[src/logic/vec_irq_pkg.sv]
// shared constants, states and carriers of the interrupt unit
`default_nettype none
package vec_irq_pkg;
    // ****************************************
    // register indices
    // ****************************************
    localparam logic [3:0] REG_NMI_STAT = 4'h0;
    localparam logic [3:0] REG_NMI_CTRL = 4'h1;
    localparam logic [3:0] REG_VECTOR = 4'h2;
    localparam logic [3:0] REG_MASK_LO = 4'h3;
    localparam logic [3:0] REG_MASK_HI = 4'h4;
    localparam logic [3:0] REG_RAW_LO = 4'h5;
    localparam logic [3:0] REG_RAW_HI = 4'h6;
    localparam logic [3:0] REG_DT_BASE = 4'h7;
    localparam logic [3:0] REG_ISP = 4'h8;
    localparam logic [3:0] REG_PSW = 4'h9;
    // ****************************************
    // fields and reset values
    // ****************************************
    localparam int CTRL_ONESHOT = 0;
    localparam int CTRL_PIN = 1;
    localparam int CTRL_STICKY = 2;
    localparam int PSW_T = 1;
    localparam int PSW_E = 9;
    localparam int PSW_P = 10;
    localparam int PSW_I = 11;
    localparam logic [15:0] PSW_RESET = 16'h0200;
    localparam logic [15:0] MASK_RESET = 16'hFFFF;
    localparam logic [15:0] ISP_RESET = 16'h0000;
    localparam logic [15:0] STACK_STEP = 16'h0004;
    localparam logic [4:0] NMI_VEC = 5'h01;
    localparam logic [4:0] MASKABLE_VEC_BASE = 5'h10;
    // ****************************************
    // types
    // ****************************************
    typedef enum logic [5:0] {
        ST_IDLE = 6'h01,
        ST_PUSH = 6'h02,
        ST_FETCH = 6'h04,
        ST_LOAD = 6'h08,
        ST_POP = 6'h10,
        ST_RESTORE = 6'h20
    } entry_state_e;
    typedef struct packed {
        logic [3:0] addr;
        logic [15:0] wdata;
        logic wr;
        logic rd;
    } reg_req_s;
    typedef struct packed {
        logic [20:0] addr;
        logic [31:0] wdata;
        logic we;
        logic re;
    } mem_req_s;
endpackage
`default_nettype wire

[src/logic/vectored_interrupt_unit.sv]
// interrupt control unit with core entry and return sequencing
//
// The address map and the address-and-strobe port were chosen for this implementation.
`timescale 1ns/1ps
`default_nettype none
// Overview of operation
// - on entry lower stack pointer by four, push program counter and status
// - on entry clear global enable, trace-pending and trace status bits
// - fetch routine start at table base plus twice the vector, load it
// - return restores program counter and status, raises stack pointer by four
// - routine address is the entry with four zero bits above and one below
// - table base is 21 bits, top five and lowest bit zero
// - vectors 0 to 31; non-maskable is 1, request n is 16 plus n
// - non-maskable pin synchronised inside; falling edge raises a trap
// - after reset non-maskable traps off until an arm bit is set
// - each non-maskable trap clears the one-shot arm bit, except when a control write sets that bit in the same cycle
// - sticky arm bit is cleared only by reset
// - with sticky arm every falling edge traps, nesting allowed
// - with sticky arm the one-shot bit is ignored
// - sixteen requests in fixed priority, 15 highest, 0 lowest
// - accept request only with peripheral, mask, local and global enables
// - local enable set by load and by atomic on/off instructions
// - vector register holds 16 plus winning request, tracks the winner
// - status flag set by a non-maskable request, cleared by read
// - both mask registers reset to all ones
// - raw state shows active requests even when masked
module vectored_interrupt_unit (
    input wire logic clk,
    input wire logic rstn,
    input wire logic clk_en,
    input wire vec_irq_pkg::reg_req_s reg_req,
    output logic [15:0] reg_rdata,
    input wire logic [15:0] irq_req,
    input wire logic [15:0] irq_periph_en,
    input wire logic nmi_pin_n,
    input wire logic [20:0] core_pc,
    input wire logic core_exception_return_instr,
    input wire logic core_irq_on,
    input wire logic core_irq_off,
    input wire logic core_lpr,
    input wire logic [15:0] core_lpr_data,
    output vec_irq_pkg::mem_req_s mem_req,
    input wire logic [31:0] mem_rdata,
    output logic pc_load,
    output logic [20:0] pc_new,
    output logic [15:0] psw_out
);
    // ****************************************
    // state
    // ****************************************
    vec_irq_pkg::entry_state_e st_reg;
    logic [15:0] psw_reg;
    logic [15:0] isp_reg;
    logic [15:1] base_reg;
    logic [15:0] mask_reg;
    logic [15:0] raw_reg;
    logic [4:0] win_vec_reg;
    logic win_any_reg;
    logic [4:0] serve_vec_reg;
    logic sync1_reg, sync2_reg, pin_prev_reg;
    logic oneshot_reg, sticky_reg, nmi_pend_reg, seen_reg;
    logic [4:0] best_vec;
    logic best_any;
    logic nmi_edge, nmi_trap, take, wr_ctrl;
    logic [15:0] enabled;

    assign wr_ctrl = reg_req.wr && reg_req.addr == vec_irq_pkg::REG_NMI_CTRL;
    assign nmi_edge = pin_prev_reg && !sync2_reg;
    // sticky overrides one-shot entirely
    assign nmi_trap = nmi_edge && (sticky_reg || oneshot_reg);
    assign take = st_reg == vec_irq_pkg::ST_IDLE && !core_exception_return_instr &&
        (nmi_pend_reg || (win_any_reg && psw_reg[vec_irq_pkg::PSW_E] &&
        psw_reg[vec_irq_pkg::PSW_I]));
    assign enabled = irq_req & irq_periph_en & mask_reg;

    // ****************************************
    // priority encoder
    // ****************************************
    always_comb begin
        best_vec = 5'h00;
        best_any = 1'b0;
        for (int i = 0; i < 16; i++) begin
            if (enabled[i]) begin
                best_vec = vec_irq_pkg::MASKABLE_VEC_BASE | 5'(i);
                best_any = 1'b1;
            end
        end
    end

    // frozen outside idle so a late change cannot corrupt the fetch
    always_ff @(posedge clk or negedge rstn) begin
        if (!rstn) begin
            win_vec_reg <= 5'h00;
            win_any_reg <= 1'b0;
            raw_reg <= 16'h0000;
        end else if (clk_en) begin
            raw_reg <= irq_req;
            if (st_reg == vec_irq_pkg::ST_IDLE) begin
                win_vec_reg <= best_vec;
                win_any_reg <= best_any;
            end
        end
    end

    // ****************************************
    // non-maskable pin
    // ****************************************
    always_ff @(posedge clk or negedge rstn) begin
        if (!rstn) begin
            sync1_reg <= 1'b1;
            sync2_reg <= 1'b1;
            pin_prev_reg <= 1'b1;
        end else if (clk_en) begin
            sync1_reg <= nmi_pin_n;
            sync2_reg <= sync1_reg;
            pin_prev_reg <= sync2_reg;
        end
    end

    always_ff @(posedge clk or negedge rstn) begin
        if (!rstn) begin
            oneshot_reg <= 1'b0;
            sticky_reg <= 1'b0;
        end else if (clk_en) begin
            if (wr_ctrl && reg_req.wdata[vec_irq_pkg::CTRL_ONESHOT])
                oneshot_reg <= 1'b1;
            else if (nmi_trap)
                oneshot_reg <= 1'b0;
            else if (wr_ctrl)
                oneshot_reg <= 1'b0;
            if (wr_ctrl && reg_req.wdata[vec_irq_pkg::CTRL_STICKY])
                sticky_reg <= 1'b1;
        end
    end

    always_ff @(posedge clk or negedge rstn) begin
        if (!rstn) begin
            nmi_pend_reg <= 1'b0;
            seen_reg <= 1'b0;
        end else if (clk_en) begin
            if (nmi_trap)
                nmi_pend_reg <= 1'b1;
            else if (take)
                nmi_pend_reg <= 1'b0;
            if (nmi_trap)
                seen_reg <= 1'b1;
            else if (reg_req.rd && reg_req.addr == vec_irq_pkg::REG_NMI_STAT)
                seen_reg <= 1'b0;
        end
    end

    // ****************************************
    // entry and return sequencer
    // ****************************************
    always_ff @(posedge clk or negedge rstn) begin
        if (!rstn) begin
            st_reg <= vec_irq_pkg::ST_IDLE;
            serve_vec_reg <= 5'h00;
        end else if (clk_en) begin
            unique case (st_reg)
                vec_irq_pkg::ST_IDLE: begin
                    if (core_exception_return_instr) begin
                        st_reg <= vec_irq_pkg::ST_POP;
                    end else if (take) begin
                        st_reg <= vec_irq_pkg::ST_PUSH;
                        serve_vec_reg <= nmi_pend_reg ? vec_irq_pkg::NMI_VEC
                            : win_vec_reg;
                    end
                end
                vec_irq_pkg::ST_PUSH: st_reg <= vec_irq_pkg::ST_FETCH;
                vec_irq_pkg::ST_FETCH: st_reg <= vec_irq_pkg::ST_LOAD;
                vec_irq_pkg::ST_LOAD: st_reg <= vec_irq_pkg::ST_IDLE;
                vec_irq_pkg::ST_POP: st_reg <= vec_irq_pkg::ST_RESTORE;
                vec_irq_pkg::ST_RESTORE: st_reg <= vec_irq_pkg::ST_IDLE;
                default: st_reg <= vec_irq_pkg::ST_IDLE;
            endcase
        end
    end

    always_ff @(posedge clk or negedge rstn) begin
        if (!rstn) begin
            isp_reg <= vec_irq_pkg::ISP_RESET;
        end else if (clk_en) begin
            if (take)
                isp_reg <= isp_reg - vec_irq_pkg::STACK_STEP;
            else if (st_reg == vec_irq_pkg::ST_RESTORE)
                isp_reg <= isp_reg + vec_irq_pkg::STACK_STEP;
            else if (reg_req.wr && reg_req.addr == vec_irq_pkg::REG_ISP)
                isp_reg <= reg_req.wdata;
        end
    end

    // one 32-bit stack word: status high, program counter bits 16:1 low
    always_ff @(posedge clk or negedge rstn) begin
        if (!rstn) begin
            mem_req <= '0;
        end else if (clk_en) begin
            mem_req.we <= st_reg == vec_irq_pkg::ST_PUSH;
            mem_req.re <= st_reg == vec_irq_pkg::ST_FETCH ||
                st_reg == vec_irq_pkg::ST_POP;
            mem_req.wdata <= {psw_reg, core_pc[16:1]};
            if (st_reg == vec_irq_pkg::ST_FETCH)
                mem_req.addr <= {5'h00, base_reg, 1'b0} +
                    {15'h0000, serve_vec_reg, 1'b0};
            else
                mem_req.addr <= {5'h00, isp_reg};
        end
    end

    always_ff @(posedge clk or negedge rstn) begin
        if (!rstn) begin
            pc_load <= 1'b0;
            pc_new <= 21'h000000;
        end else if (clk_en) begin
            pc_load <= st_reg == vec_irq_pkg::ST_LOAD ||
                st_reg == vec_irq_pkg::ST_RESTORE;
            if (st_reg == vec_irq_pkg::ST_LOAD ||
                st_reg == vec_irq_pkg::ST_RESTORE)
                pc_new <= {4'h0, mem_rdata[15:0], 1'b0};
        end
    end

    always_ff @(posedge clk or negedge rstn) begin
        if (!rstn) begin
            psw_reg <= vec_irq_pkg::PSW_RESET;
        end else if (clk_en) begin
            if (st_reg == vec_irq_pkg::ST_PUSH) begin
                psw_reg[vec_irq_pkg::PSW_I] <= 1'b0;
                psw_reg[vec_irq_pkg::PSW_P] <= 1'b0;
                psw_reg[vec_irq_pkg::PSW_T] <= 1'b0;
            end else if (st_reg == vec_irq_pkg::ST_RESTORE) begin
                psw_reg <= mem_rdata[31:16];
            end else if (core_lpr) begin
                psw_reg <= core_lpr_data;
            end else if (core_irq_on || core_irq_off) begin
                psw_reg[vec_irq_pkg::PSW_E] <= core_irq_on;
            end
        end
    end

    // ****************************************
    // register port
    // ****************************************
    always_ff @(posedge clk or negedge rstn) begin
        if (!rstn) begin
            mask_reg <= vec_irq_pkg::MASK_RESET;
            base_reg <= 15'h0000;
        end else if (clk_en && reg_req.wr) begin
            if (reg_req.addr == vec_irq_pkg::REG_MASK_LO)
                mask_reg[7:0] <= reg_req.wdata[7:0];
            if (reg_req.addr == vec_irq_pkg::REG_MASK_HI)
                mask_reg[15:8] <= reg_req.wdata[7:0];
            if (reg_req.addr == vec_irq_pkg::REG_DT_BASE)
                base_reg <= reg_req.wdata[15:1];
        end
    end

    always_ff @(posedge clk or negedge rstn) begin
        if (!rstn) begin
            reg_rdata <= 16'h0000;
        end else if (clk_en) begin
            reg_rdata <= 16'h0000;
            if (reg_req.rd) begin
                unique case (reg_req.addr)
                    vec_irq_pkg::REG_NMI_STAT: reg_rdata <= {15'h0000, seen_reg};
                    vec_irq_pkg::REG_NMI_CTRL:
                        reg_rdata <= {13'h0000, sticky_reg, sync2_reg,
                            oneshot_reg};
                    vec_irq_pkg::REG_VECTOR: reg_rdata <= {11'h000, win_vec_reg};
                    vec_irq_pkg::REG_MASK_LO: reg_rdata <= {8'h00, mask_reg[7:0]};
                    vec_irq_pkg::REG_MASK_HI: reg_rdata <= {8'h00, mask_reg[15:8]};
                    vec_irq_pkg::REG_RAW_LO: reg_rdata <= {8'h00, raw_reg[7:0]};
                    vec_irq_pkg::REG_RAW_HI: reg_rdata <= {8'h00, raw_reg[15:8]};
                    vec_irq_pkg::REG_DT_BASE: reg_rdata <= {base_reg, 1'b0};
                    vec_irq_pkg::REG_ISP: reg_rdata <= isp_reg;
                    vec_irq_pkg::REG_PSW: reg_rdata <= psw_reg;
                    default: reg_rdata <= 16'h0000;
                endcase
            end
        end
    end

    assign psw_out = psw_reg;
endmodule // vectored_interrupt_unit
`default_nettype wire

[config.mk]
export PLATFORM = sky130hd
export DESIGN_NAME = vectored_interrupt_unit
export DESIGN_NICKNAME = d
export VERILOG_FILES = /design/src/logic/vec_irq_pkg.sv /design/src/logic/vectored_interrupt_unit.sv
export SDC_FILE = /design/constraint.sdc
export NUM_CORES = 1
export LEC_CHECK = 0
export ABC_AREA = 1
export BUFFER_PORTS_ARGS = -buffer_cell sky130_fd_sc_hd__buf_4
export CELL_PAD_IN_SITES_DETAIL_PLACEMENT = 1
export CELL_PAD_IN_SITES_GLOBAL_PLACEMENT = 2
export CORE_MARGIN = 5
export CORE_UTILIZATION = 32
export CTS_BUF_LIST = sky130_fd_sc_hd__clkbuf_8
export DETAILED_ROUTE_END_ITERATION = 6
export GPL_ROUTABILITY_DRIVEN = 0
export PLACE_DENSITY_LB_ADDON = 0.3
export SYNTH_ARGS = -nofsm -noshare
export SYNTH_HDL_FRONTEND = slang
export SYNTH_SLANG_ARGS = --single-unit
export TNS_END_PERCENT = 20
[constraint.sdc]
create_clock -name clk -period 3 [get_ports clk]
set_clock_uncertainty 0.1 [all_clocks]
set_input_delay 0.6 -clock clk [delete_from_list [all_inputs] [get_ports clk]]
set_output_delay 0.6 -clock clk [all_outputs]
set_load 0.005 [all_outputs]
* Word level (Yosys, flattened, before mapping)
Index checks and enable logic that the tools add are counted.
** Cells by class
- Mux-type cells :: 56
- Reductions and logical operators :: 42
- $add $sub $neg :: 3
- Bitwise logic cells :: 4
- Equality and inequality tests :: 16
** Operators by type and width (count)
- $pmux W16 S10 :: 1
- $mux W5 :: 17
- $mux W16 :: 5
- $and A16 B16 Y16 :: 2
- $mux W1 :: 26
- $pmux W6 S4 :: 1
- $reduce_and A2 Y1 :: 12
- $mux W6 :: 3
- $add A16 B6 Y17 :: 1
- $mux W17 :: 1
- $add A16 B3 Y16 const B :: 1
- $eq A4 B3 Y1 const B :: 4
- $sub A16 B3 Y16 const B :: 1
- $logic_and A1 B1 Y1 :: 12
- $reduce_bool A3 Y1 :: 4
- $mux W9 :: 1
- $eq A4 B2 Y1 const B :: 2
- $eq A4 B4 Y1 const B :: 2
- $eq A6 B1 Y1 const B :: 1
- $eq A6 B2 Y1 const B :: 1
- $eq A6 B3 Y1 const B :: 1
- $eq A6 B4 Y1 const B :: 1
- $eq A6 B5 Y1 const B :: 1
- $eq A6 B6 Y1 const B :: 1
- other kinds (10) :: 19
** Storage, ports and cells
- Output and inout port bits :: 109
- Logic and storage cells :: 147
- Bits of input ports :: 131
- Flip-flop bits (word level) :: 191

* Logic depth before layout (Yosys ltp)
Gate-level depths: netlist (run 1).
- Depth in word-level cells :: 18
- Mapped depth :: 16
- Mapped depth without buffers :: 16

* Worst setup path before layout (run 1)
Ideal clock, no wire load.
- Kind :: reg-to-reg
- From :: register base_reg[1] in the netlist's numbering
- To :: register mem_req[47] in the netlist's numbering
- Cell stages (with the launch flop) :: 13
- Data arrival time :: 1.842 ns
- Setup time :: 0.123 ns
- Buffers on the path :: 0
- Clock period less this slack :: 2.065 ns
- Required time :: 2.777 ns
- Setup slack :: 0.935 ns
- Cell sequence :: dfrtp_1 -> ha_1 -> inv_1 -> fa_1 -> nand3b_1 -> nand2_1 -> nand2_1 -> nand2_1 -> nand4_1 -> nor2_1 -> a21oi_1 -> o21ai_0 -> nand2_1
** Between the ends
- Cells in the longest elaborated chain, start to end :: 2
** RTL lines
- from (decl) :: RTL line vectored_interrupt_unit.sv:54 : logic [15:1] base_reg;
- from (signal assigned) :: RTL line vectored_interrupt_unit.sv:254 : base_reg <= reg_req.wdata[15:1];
- $add A16 B6 Y17 :: RTL line vectored_interrupt_unit.sv:203 : mem_req.addr <= {5'h00, base_reg, 1'b0} +
- $mux W17 :: RTL line vectored_interrupt_unit.sv:202 : if (st_reg == vec_irq_pkg::ST_FETCH)
- to (decl) :: RTL line vectored_interrupt_unit.sv:42 : output vec_irq_pkg::mem_req_s mem_req,
No other way between the ends.
A chain may end at the register's enable or synchronous reset.

* Worst setup path after layout (run 1)
Ends and elaborated chain as after synthesis.

==> results_dict.tcl, run 1 <==
set metrics [dict create \
    fmax_mhz 393 \
    tightest_slew_ns 0.719 \
    critPathKind "reg2reg" \
    initial_utilization_pct 32.4 \
    setup_viol 0 \
    synth_top_family_by_area "simple AND/OR/NAND/NOR gates" \
    portBuffers 225 \
    wire_per_inst_microns 19.8 \
    fp.dieH_microns 180 \
    largest_register_ffs 51 \
    synth_edf_count 0 \
    die-area_sq_um 32600 \
    utilization_pct 41.3 \
    crit_fanout 3 \
    synth_area_leaders "dfrtp_1 44%, nand2_1 12%, o21ai_0 6.1%" \
    synth.top_cell.area_share_pct 44.4 \
    ys_seq_area_share_pct 50.3 \
    hold_violations 0 \
    first_pass_iters 4 \
    synthXorXnorAreaFrac_pct 1.88 \
    grt_usage_pct 20.9 \
    cts_setup_buffers 0 \
    cts_tree "done" \
    rsz0062_at_grt "no" \
    netlist-cell-type-count 62 \
    finalSetupTns_ns 0 \
    finalWirelength_microns 34200 \
    syn_to_final_growth_pct 27.5 \
    cts_max_level 4 \
    clkTransAtPathRegs_ns 0.12 \
    status "finished, final reports clean" \
    drive_gt1_share_pct 25.9 \
    overflow 0 \
    die_width_microns 180 \
    worstPathArrival_ns 2.82 \
    synth_area_leader_cell "dfrtp_1" \
    cts_buffers 17 \
    cp.required_ns 3.28 \
    pin_count 240 \
    via_per_inst 4.91 \
    cts_sinks 186 \
    yosys_warnings 0 \
    syn_area_per_cell_sq_um 8.41 \
    pwr_density_cell_nw_per_um2 748 \
    fp.coreArea_sq_um 28700 \
    cts_hold_buffers 0 \
    ys_top_cells_by_count "304 x nand2_1, 165 x dfrtp_1, 113 x o21ai_0" \
    start_kind "register" \
    fin_crit_sh_pct 84.9 \
    ant_nets 0 \
    grt_pass1_vias 9164 \
    root_buffer "clkbuf_8" \
    dp_hpwl_microns 26000 \
    synth_compound_area_share_pct 16.0 \
    final.min_clock_period_ns 2.55 \
    max-vdd-ir-drop_v 0.000268 \
    syn_area_sq_um 9300 \
    cts.path.max_buffers 2 \
    synthAdderAreaFrac_pct 1.16 \
    end_kind "register" \
    grt_max_degree 74 \
    hp-class "in2async" \
    insertedDiodeCount 0 \
    max_slew_margin_pct 52.1 \
    grt_pass1_wl_microns 53800 \
    ys_async_sr_fraction_pct 100 \
    slew_viol_final 0 \
    drcViolationCount 0 \
    p_leak_uw 0.00591 \
    synthFlopType "dfrtp_1" \
    synth-simple-area-share_pct 20.4 \
    regMostFlops "mem_req" \
    drt-initial-drc-count 479 \
    maxCapViolCount 0 \
    nNetsFinal 1469 \
    synth_most_common_cell "nand2_1" \
    fp-row-count 62 \
    antenna_found_initial 0 \
    ys_ff_latch 186 \
    ctsResizeCount 0 \
    worstSkewPairLatency_ns 0.49 \
    synth.area.mux_share_pct 2.53 \
    r2r_cells 12 \
    netlist_instances 1105 \
    via_count 8471 \
]
## worst max-delay path, stage by stage (launching register included)
cell	delay, ns
dfrtp_1	0.40
ha_1	0.19
inv_1	0.06
fa_1	0.40
nand3b_1	0.17
nand2_1	0.12
nand2_1	0.08
nand2_1	0.13
nand4_1	0.20
nor2_1	0.26
a21oi_1	0.09
o21ai_0	0.17
nand2_1	0.07
## metal layers
layer	global-route usage, %	wire length, microns
met1	27.6	15500
met4	4.26	390
met5	0	0
met2	34.7	16300
met3	5.59	2030
## final timing paths
check	startpoint	endpoint	slack, ns
max in group asynchronous	rstn	mask_reg[1]	1.97
hold / removal	rstn	raw_reg[6]	0.06
hold reg to reg	sync1_reg	sync2_reg	0.38
setup / recovery	base_reg[1]	mem_req[47]	0.45
setup reg to reg	base_reg[1]	mem_req[47]	0.45
min in group clk	core_pc[9]	mem_req[10]	0.20
## logic make-up after synthesis
group,Yosys count
muxes,18
other,1
xor gates and xnor gates,20
DFF,186
buffers and inverters,166
AOI/OAI and AO/OA,253
and+or+nand+nor,453
adders and majority gates,8
## stage by stage
step           worst slack [ns]  std cells  hold slack (ns)  power, uW  cell area (sq um)
2_1_floorplan             0.935       1113            0.204       5520               9330
3_3_place_gp              0.485       1695            0.352       7010              11400
3_5_place_dp              0.477       1695            0.364       7120              11400
4_1_cts                   0.455       1727           0.0457       8980              11900
5_1_grt                   0.261       1727           0.0907       9520              11900
6_report                  0.453       1727           0.0566       8860              11900
## cells in the final DEF (no fill, tap or decap), drive strengths merged, types with 2 or more instances in the layout
| cell type | instances |
|---|---|
| mux2 | 17 |
| a21oi | 50 |
| o32ai | 3 |
| o2111ai | 2 |
| a22oi | 6 |
| nor3 | 6 |
| nand2 | 305 |
| clkbuf | 18 |
| a22o | 3 |
| o31ai | 4 |
| xnor2 | 2 |
| o22ai | 18 |
| dfstp | 21 |
| xor2 | 18 |
| ha | 7 |
| o21ai | 123 |
| buf | 248 |
| o221ai | 4 |
| nor4 | 5 |
| dfrtp | 165 |
| o211ai | 4 |
| nor2 | 88 |
| clkinv | 9 |
| conb | 9 |
| inv | 119 |
| a221oi | 10 |
| a31oi | 18 |
| a32oi | 2 |
| nand4 | 8 |
| nand3 | 37 |
## report_power, final
part / leakage (uW) / switching (uW) / internal (uW)
sequential: 0.00225 / 600 / 3230
clock: 0.000207 / 1110 / 709
combinational: 0.00345 / 1840 / 1380
total: 0.00591 / 3550 / 5320
## cell type report
class	instances	area, sq um
sequential	186	4680
timing repair buffer	249	1900
clock inverter	15	183
clock buffer	17	234
tap	384	480
fill	3475	16800
multi-input combinational	761	3940
inverter	115	440
Note: power is estimated with default switching activity, not from simulation.
==> run 2: changes to the inputs <==
==> constraint.sdc (replaced) <==
create_clock -name clk -period 2.42 [get_ports clk]
set_clock_uncertainty 0.1 [all_clocks]
set_input_delay 0.484 -clock clk [delete_from_list [all_inputs] [get_ports clk]]
set_output_delay 0.484 -clock clk [all_outputs]
set_load 0.005 [all_outputs]
==> results_dict.tcl, run 2 (synthesized netlist as in run 1, its figures left out) <==
set metrics [dict create \
    holdWs_ns 0.0909 \
    critPathKind "reg2reg" \
    end_kind "register" \
    hold_violations 0 \
    regMostFlops "mem_req" \
    p_int_uw 6550 \
    syn_to_final_growth_pct 29.2 \
    cp_cell_sequence "ha_2, inv_1, fa_2, nand3b_1, nand2_2, nand2_1, nand2_1, nand4_1, nor2_2, nand4_1, o211ai_1, o21ai_1" \
    rsz0062_at_grt "yes" \
    max-vdd-ir-drop_v 0.000412 \
    cp.required_ns 2.69 \
    cts_buffers 17 \
    initial_utilization_pct 32.4 \
    maxCapViolCount 0 \
    grt_max_degree 73 \
    via_per_inst 4.92 \
    placed_cells 1707 \
    switching_share_pct 39.9 \
    worstSkewPairLatency_ns 0.47 \
    p_leak_uw 0.00599 \
    seq_power_share_pct 43.5 \
    cts_max_level 4 \
    root_buffer "clkbuf_8" \
    crit_fanout 3 \
    slowest_delay_ns 0.37 \
    fp-row-count 62 \
    overflow 0 \
    clkTransAtPathRegs_ns 0.12 \
    final_common_cell "nand2_1" \
    grt_pass1_wl_microns 53700 \
    utilization_pct 41.8 \
    clock_power_share_pct 19.5 \
    die_width_microns 180 \
    fp.dieH_microns 180 \
    drcViolationCount 0 \
    cpMaxStageDelayCell "dfrtp_1" \
    drt-initial-drc-count 424 \
    r2r_cells 12 \
    cts_tree "done" \
    hp-class "in2reg" \
    worstPathArrival_ns 2.56 \
    tightest_slew_ns 0.595 \
    fp.coreArea_sq_um 28700 \
    slew_viol_final 0 \
    insertedDiodeCount 0 \
    start_kind "register" \
    portBuffers 225 \
    layout_common_cells "303 x nand2_1, 260 x buf_4, 165 x dfrtp_1, 110 x o21ai_0, 104 x inv_1" \
    grt_usage_pct 20.8 \
    max_slew_margin_pct 60.3 \
    status "finished, final reports clean" \
    drive_gt1_share_pct 27.3 \
    finalWirelength_microns 34100 \
    pwr_density_cell_nw_per_um2 907 \
    wire_per_inst_microns 19.5 \
    placed_area_sq_um 11600 \
    largest_register_ffs 51 \
    comb_power_share_pct 37.0 \
    final_area_sq_um 12000 \
    setup_viol 0 \
    first_pass_iters 5 \
    final_cells 1744 \
    final.min_clock_period_ns 2.29 \
    worstHoldPathCells 3 \
    nNetsFinal 1486 \
    fmax_mhz 437 \
    via_count 8577 \
    antenna_found_initial 0 \
    power.switching_uw 4350 \
    grt_pass1_vias 9350 \
    fin_crit_sh_pct 94.6 \
    ant_nets 0 \
    cts.path.max_buffers 2 \
    p_total_uw 10900 \
    cts_sinks 186 \
    dp_hpwl_microns 26200 \
    die-area_sq_um 32600 \
    pin_count 240 \
]
-- run 2: cell count changes in the layout (fill, tap and decap cells not counted), sizes merged --
cell,change
clkinv,+1
dlygate4sd3,+1
bufinv,-1
buf,+16
clkinvlp,-1
inv,+1
-- run 2: critical path: cells and delay by family, from the launching register on --
| kind | cells | cell delay, ns |
|---|---|---|
| and+or+nand+nor | 7 | 0.95 |
| buffers and inverters | 1 | 0.05 |
| adders and majority gates | 2 | 0.54 |
| DFF | 1 | 0.37 |
| AOI/OAI and AO/OA | 2 | 0.18 |
-- run 2: metal layers --
layer / vias up / routed length (microns) / share of wire (%) / global-route usage [%]
met3: 39 / 2410 / 7.1 / 6.34
met4: 0 / 715 / 2.1 / 5.54
li1: 4116 / - / - / -
met5: - / 0 / 0 / 0
met2: 228 / 15900 / 47 / 34.4
met1: 4194 / 15000 / 44 / 26.7
-- run 2: repair_timing --
item	4_1_cts	5_1_grt
pin swaps	1	4
resized for setup	4	7
setup endpoints to repair	2	5
buffers inserted	1	3
endpoints found under the hold margin	31	0
hold buffers	1	0
-- run 2: final timing paths --
check	end	slack, ns	startpoint
max	mem_req[49]	0.13	serve_vec_reg[0]
max reg2reg	mem_req[49]	0.13	serve_vec_reg[0]
min	mem_req[10]	0.09	core_pc[9]
min reg2reg	sync2_reg	0.37	sync1_reg
max in group asynchronous	sync2_reg	1.09	rstn
min in group asynchronous	mem_req[37]	0.42	rstn
-- run 2: per-stage QoR --
| step | worst slack [ns] | setup TNS [ns] |
|---|---|---|
| after floorplan | 0.355 | 0 |
| after global placement | 0.00705 | 0 |
| after detailed placement | -0.0389 | -0.0535 |
| after CTS | 0.0365 | 0 |
| after global routing | -0.0209 | -0.0458 |
| final | 0.130 | 0 |
-- run 2: cell type report --
type | instances | area [sq um]
multi-input combinational | 761 | 3960
tap | 384 | 480
clock inverter | 15 | 161
fill | 3505 | 16700
clock buffer | 17 | 234
sequential | 186 | 4680
inverter | 115 | 440
timing repair buffer | 266 | 2060
-- run 2: power by group through the flow --
stage | clock network (uW) | registers, uW | logic, uW
5_1_grt | 2330 | 4870 | 4530
2_1_floorplan | 0 | 4600 | 2240
3_3_place_gp | 0 | 4760 | 3980
3_5_place_dp | 0 | 4780 | 4060
4_1_cts | 2200 | 4740 | 4080
6_report | 2120 | 4740 | 4030
==> run 3: changes to the inputs <==
--- a/config.mk
+++ b/config.mk
@@ -9,12 +9,13 @@
 export BUFFER_PORTS_ARGS = -buffer_cell sky130_fd_sc_hd__buf_4
 export CELL_PAD_IN_SITES_DETAIL_PLACEMENT = 1
 export CELL_PAD_IN_SITES_GLOBAL_PLACEMENT = 2
-export CORE_MARGIN = 5
+export CORE_MARGIN = 2
 export CORE_UTILIZATION = 32
 export CTS_BUF_LIST = sky130_fd_sc_hd__clkbuf_8
 export DETAILED_ROUTE_END_ITERATION = 6
 export GPL_ROUTABILITY_DRIVEN = 0
 export PLACE_DENSITY_LB_ADDON = 0.3
+export SETUP_SLACK_MARGIN = 0.3
 export SYNTH_ARGS = -nofsm -noshare
 export SYNTH_HDL_FRONTEND = slang
 export SYNTH_SLANG_ARGS = --single-unit
==> results_dict.tcl, run 3 (synthesized netlist as in run 1, its figures left out) <==
set metrics [dict create \
    worstHoldStart "core_pc[2]" \
    regMostFlops "mem_req" \
    pin_count 240 \
    crit_fanout 3 \
    cts_buffers 17 \
    tightest_slew_ns 0.671 \
    fmax_mhz 435 \
    fp.dieH_microns 174 \
    nNetsFinal 1507 \
    cpMaxStageDelayCell "dfrtp_1" \
    maxCapViolCount 0 \
    via_per_inst 4.95 \
    syn_to_final_growth_pct 32.6 \
    drt-initial-drc-count 389 \
    crit_path_frequent_cell "nand2_2" \
    final_common_cell "nand2_1" \
    slew_viol_final 0 \
    clkTransAtPathRegs_ns 0.11 \
    status "finished, final reports clean" \
    final_cells 1765 \
    cts_max_level 4 \
    cts_sinks 186 \
    overflow 0 \
    fp.coreArea_sq_um 28600 \
    dp_hpwl_microns 26200 \
    root_buffer "clkbuf_8" \
    rsz0062_at_grt "yes" \
    setup_viol 0 \
    antenna_found_initial 0 \
    holdWs_ns 0.0969 \
    utilization_pct 43.1 \
    placed_cells 1718 \
    layout_common_cells "298 x nand2_1, 278 x buf_4, 160 x dfrtp_1, 106 x o21ai_0, 99 x inv_1" \
    pwr_density_cell_nw_per_um2 925 \
    hold_violations 0 \
    largest_register_ffs 51 \
    cp_cell_sequence "ha_2, inv_2, fa_2, nand3b_1, nand2_2, nand2_2, nand2_2, nand4_1, nor2_2, nand4_1, o211ai_1, o21ai_1" \
    p_leak_uw 0.00610 \
    grt_usage_pct 23.1 \
    grt_pass1_wl_microns 53900 \
    insertedDiodeCount 0 \
    worstPathArrival_ns 2.55 \
    fp-row-count 62 \
    cp.required_ns 2.67 \
    worstSkewPairLatency_ns 0.48 \
    drcViolationCount 0 \
    hp-class "in2reg" \
    ant_nets 0 \
    fin_crit_sh_pct 95.0 \
    wire_per_inst_microns 19.8 \
    via_count 8735 \
    slowest_delay_ns 0.38 \
    start_kind "register" \
    rrSetupSlack_ns 0.12 \
    max-vdd-ir-drop_v 0.000347 \
    cts.path.max_buffers 2 \
    die_width_microns 174 \
    portBuffers 225 \
    grt_pass1_vias 9348 \
    end_kind "register" \
    die-area_sq_um 30400 \
    first_pass_iters 5 \
    grt_max_degree 70 \
    drive_gt1_share_pct 30.6 \
    initial_utilization_pct 32.5 \
    cts_tree "done" \
    final.min_clock_period_ns 2.30 \
    max_slew_margin_pct 55.1 \
    r2r_start "base_reg[1]" \
    finalWirelength_microns 34900 \
    startpoint "base_reg[1]" \
    critPathKind "reg2reg" \
]
## run 3: cell count changes in the layout (fill, tap and decap cells not counted), moves of 3 or more
cell,change
clkinv_8,-3
ha_1,-3
dfrtp_1,-5
inv_2,+5
nand2_1,-5
nor2_1,-7
inv_1,-5
o21ai_0,-4
nor2_2,+7
buf_4,+18
nand2_2,+5
dfrtp_2,+5
## run 3: power breakdown
part | internal, uW | total (uW) | switching, uW
combinational | 1950 | 4410 | 2450
clock | 988 | 2230 | 1250
sequential | 4010 | 4760 | 752
total | 6950 | 11400 | 4450
## run 3: routing by layer
layer	part of all wire, %	wire (microns)	up-vias	GRT usage, %
met5	0	0	-	0
met4	1.2	436	0	5.22
met3	5.8	2030	30	6.17
met2	48	16600	212	38.0
met1	45	15800	4333	30.5
li1	-	-	4160	-
## run 3: timing repair
item | CTS | global route
pin swaps | 5 | 18
resized for setup | 10 | 52
setup buffers | 5 | 7
hold endpoints to repair | 33 | 0
endpoints found under the setup margin | 14 | 57
cloned | 0 | 2
hold buffers | 1 | 0
## run 3: through the flow
step / setup WS [ns] / power [uW] / cell area, sq um / setup TNS, ns
after global routing: -0.0155 / 12200 / 12300 / -0.0155
after detailed placement: 0.0121 / 8930 / 11600 / 0
final: 0.121 / 11400 / 12300 / 0
after CTS: 0.127 / 11200 / 12100 / 0
after global placement: 0.0434 / 8810 / 11600 / 0
after floorplan: 0.355 / 6840 / 9330 / 0
## run 3: final timing paths
kind / end / cells after the start
worst max-delay path: mem_req[49] / 12
worst min-delay path: mem_req[3] / 3
worst max register to register: mem_req[49] / 12
worst min register to register: sync1_reg / 2
max in group asynchronous: mask_reg[2] / 3
min in group asynchronous: raw_reg[14] / 2
## run 3: final cells by class
| class | instances | area (sq um) |
|---|---|---|
| Sequential cell | 186 | 4690 |
| Clock inverter | 13 | 141 |
| Clock buffer | 19 | 262 |
| Fill cell | 3445 | 16300 |
| Timing Repair Buffer | 285 | 2200 |
| Inverter | 115 | 453 |
| Tap cell | 384 | 480 |
| Multi-Input combinational cell | 763 | 4100 |
## run 3: worst max-delay path, delay by kind of cell, from the launching register on
family          cells  cell delay [ns]
compound gates      2             0.19
fa+ha+maj           2             0.53
buf+inv             1             0.04
flops               1             0.38
simple gates        7             0.94
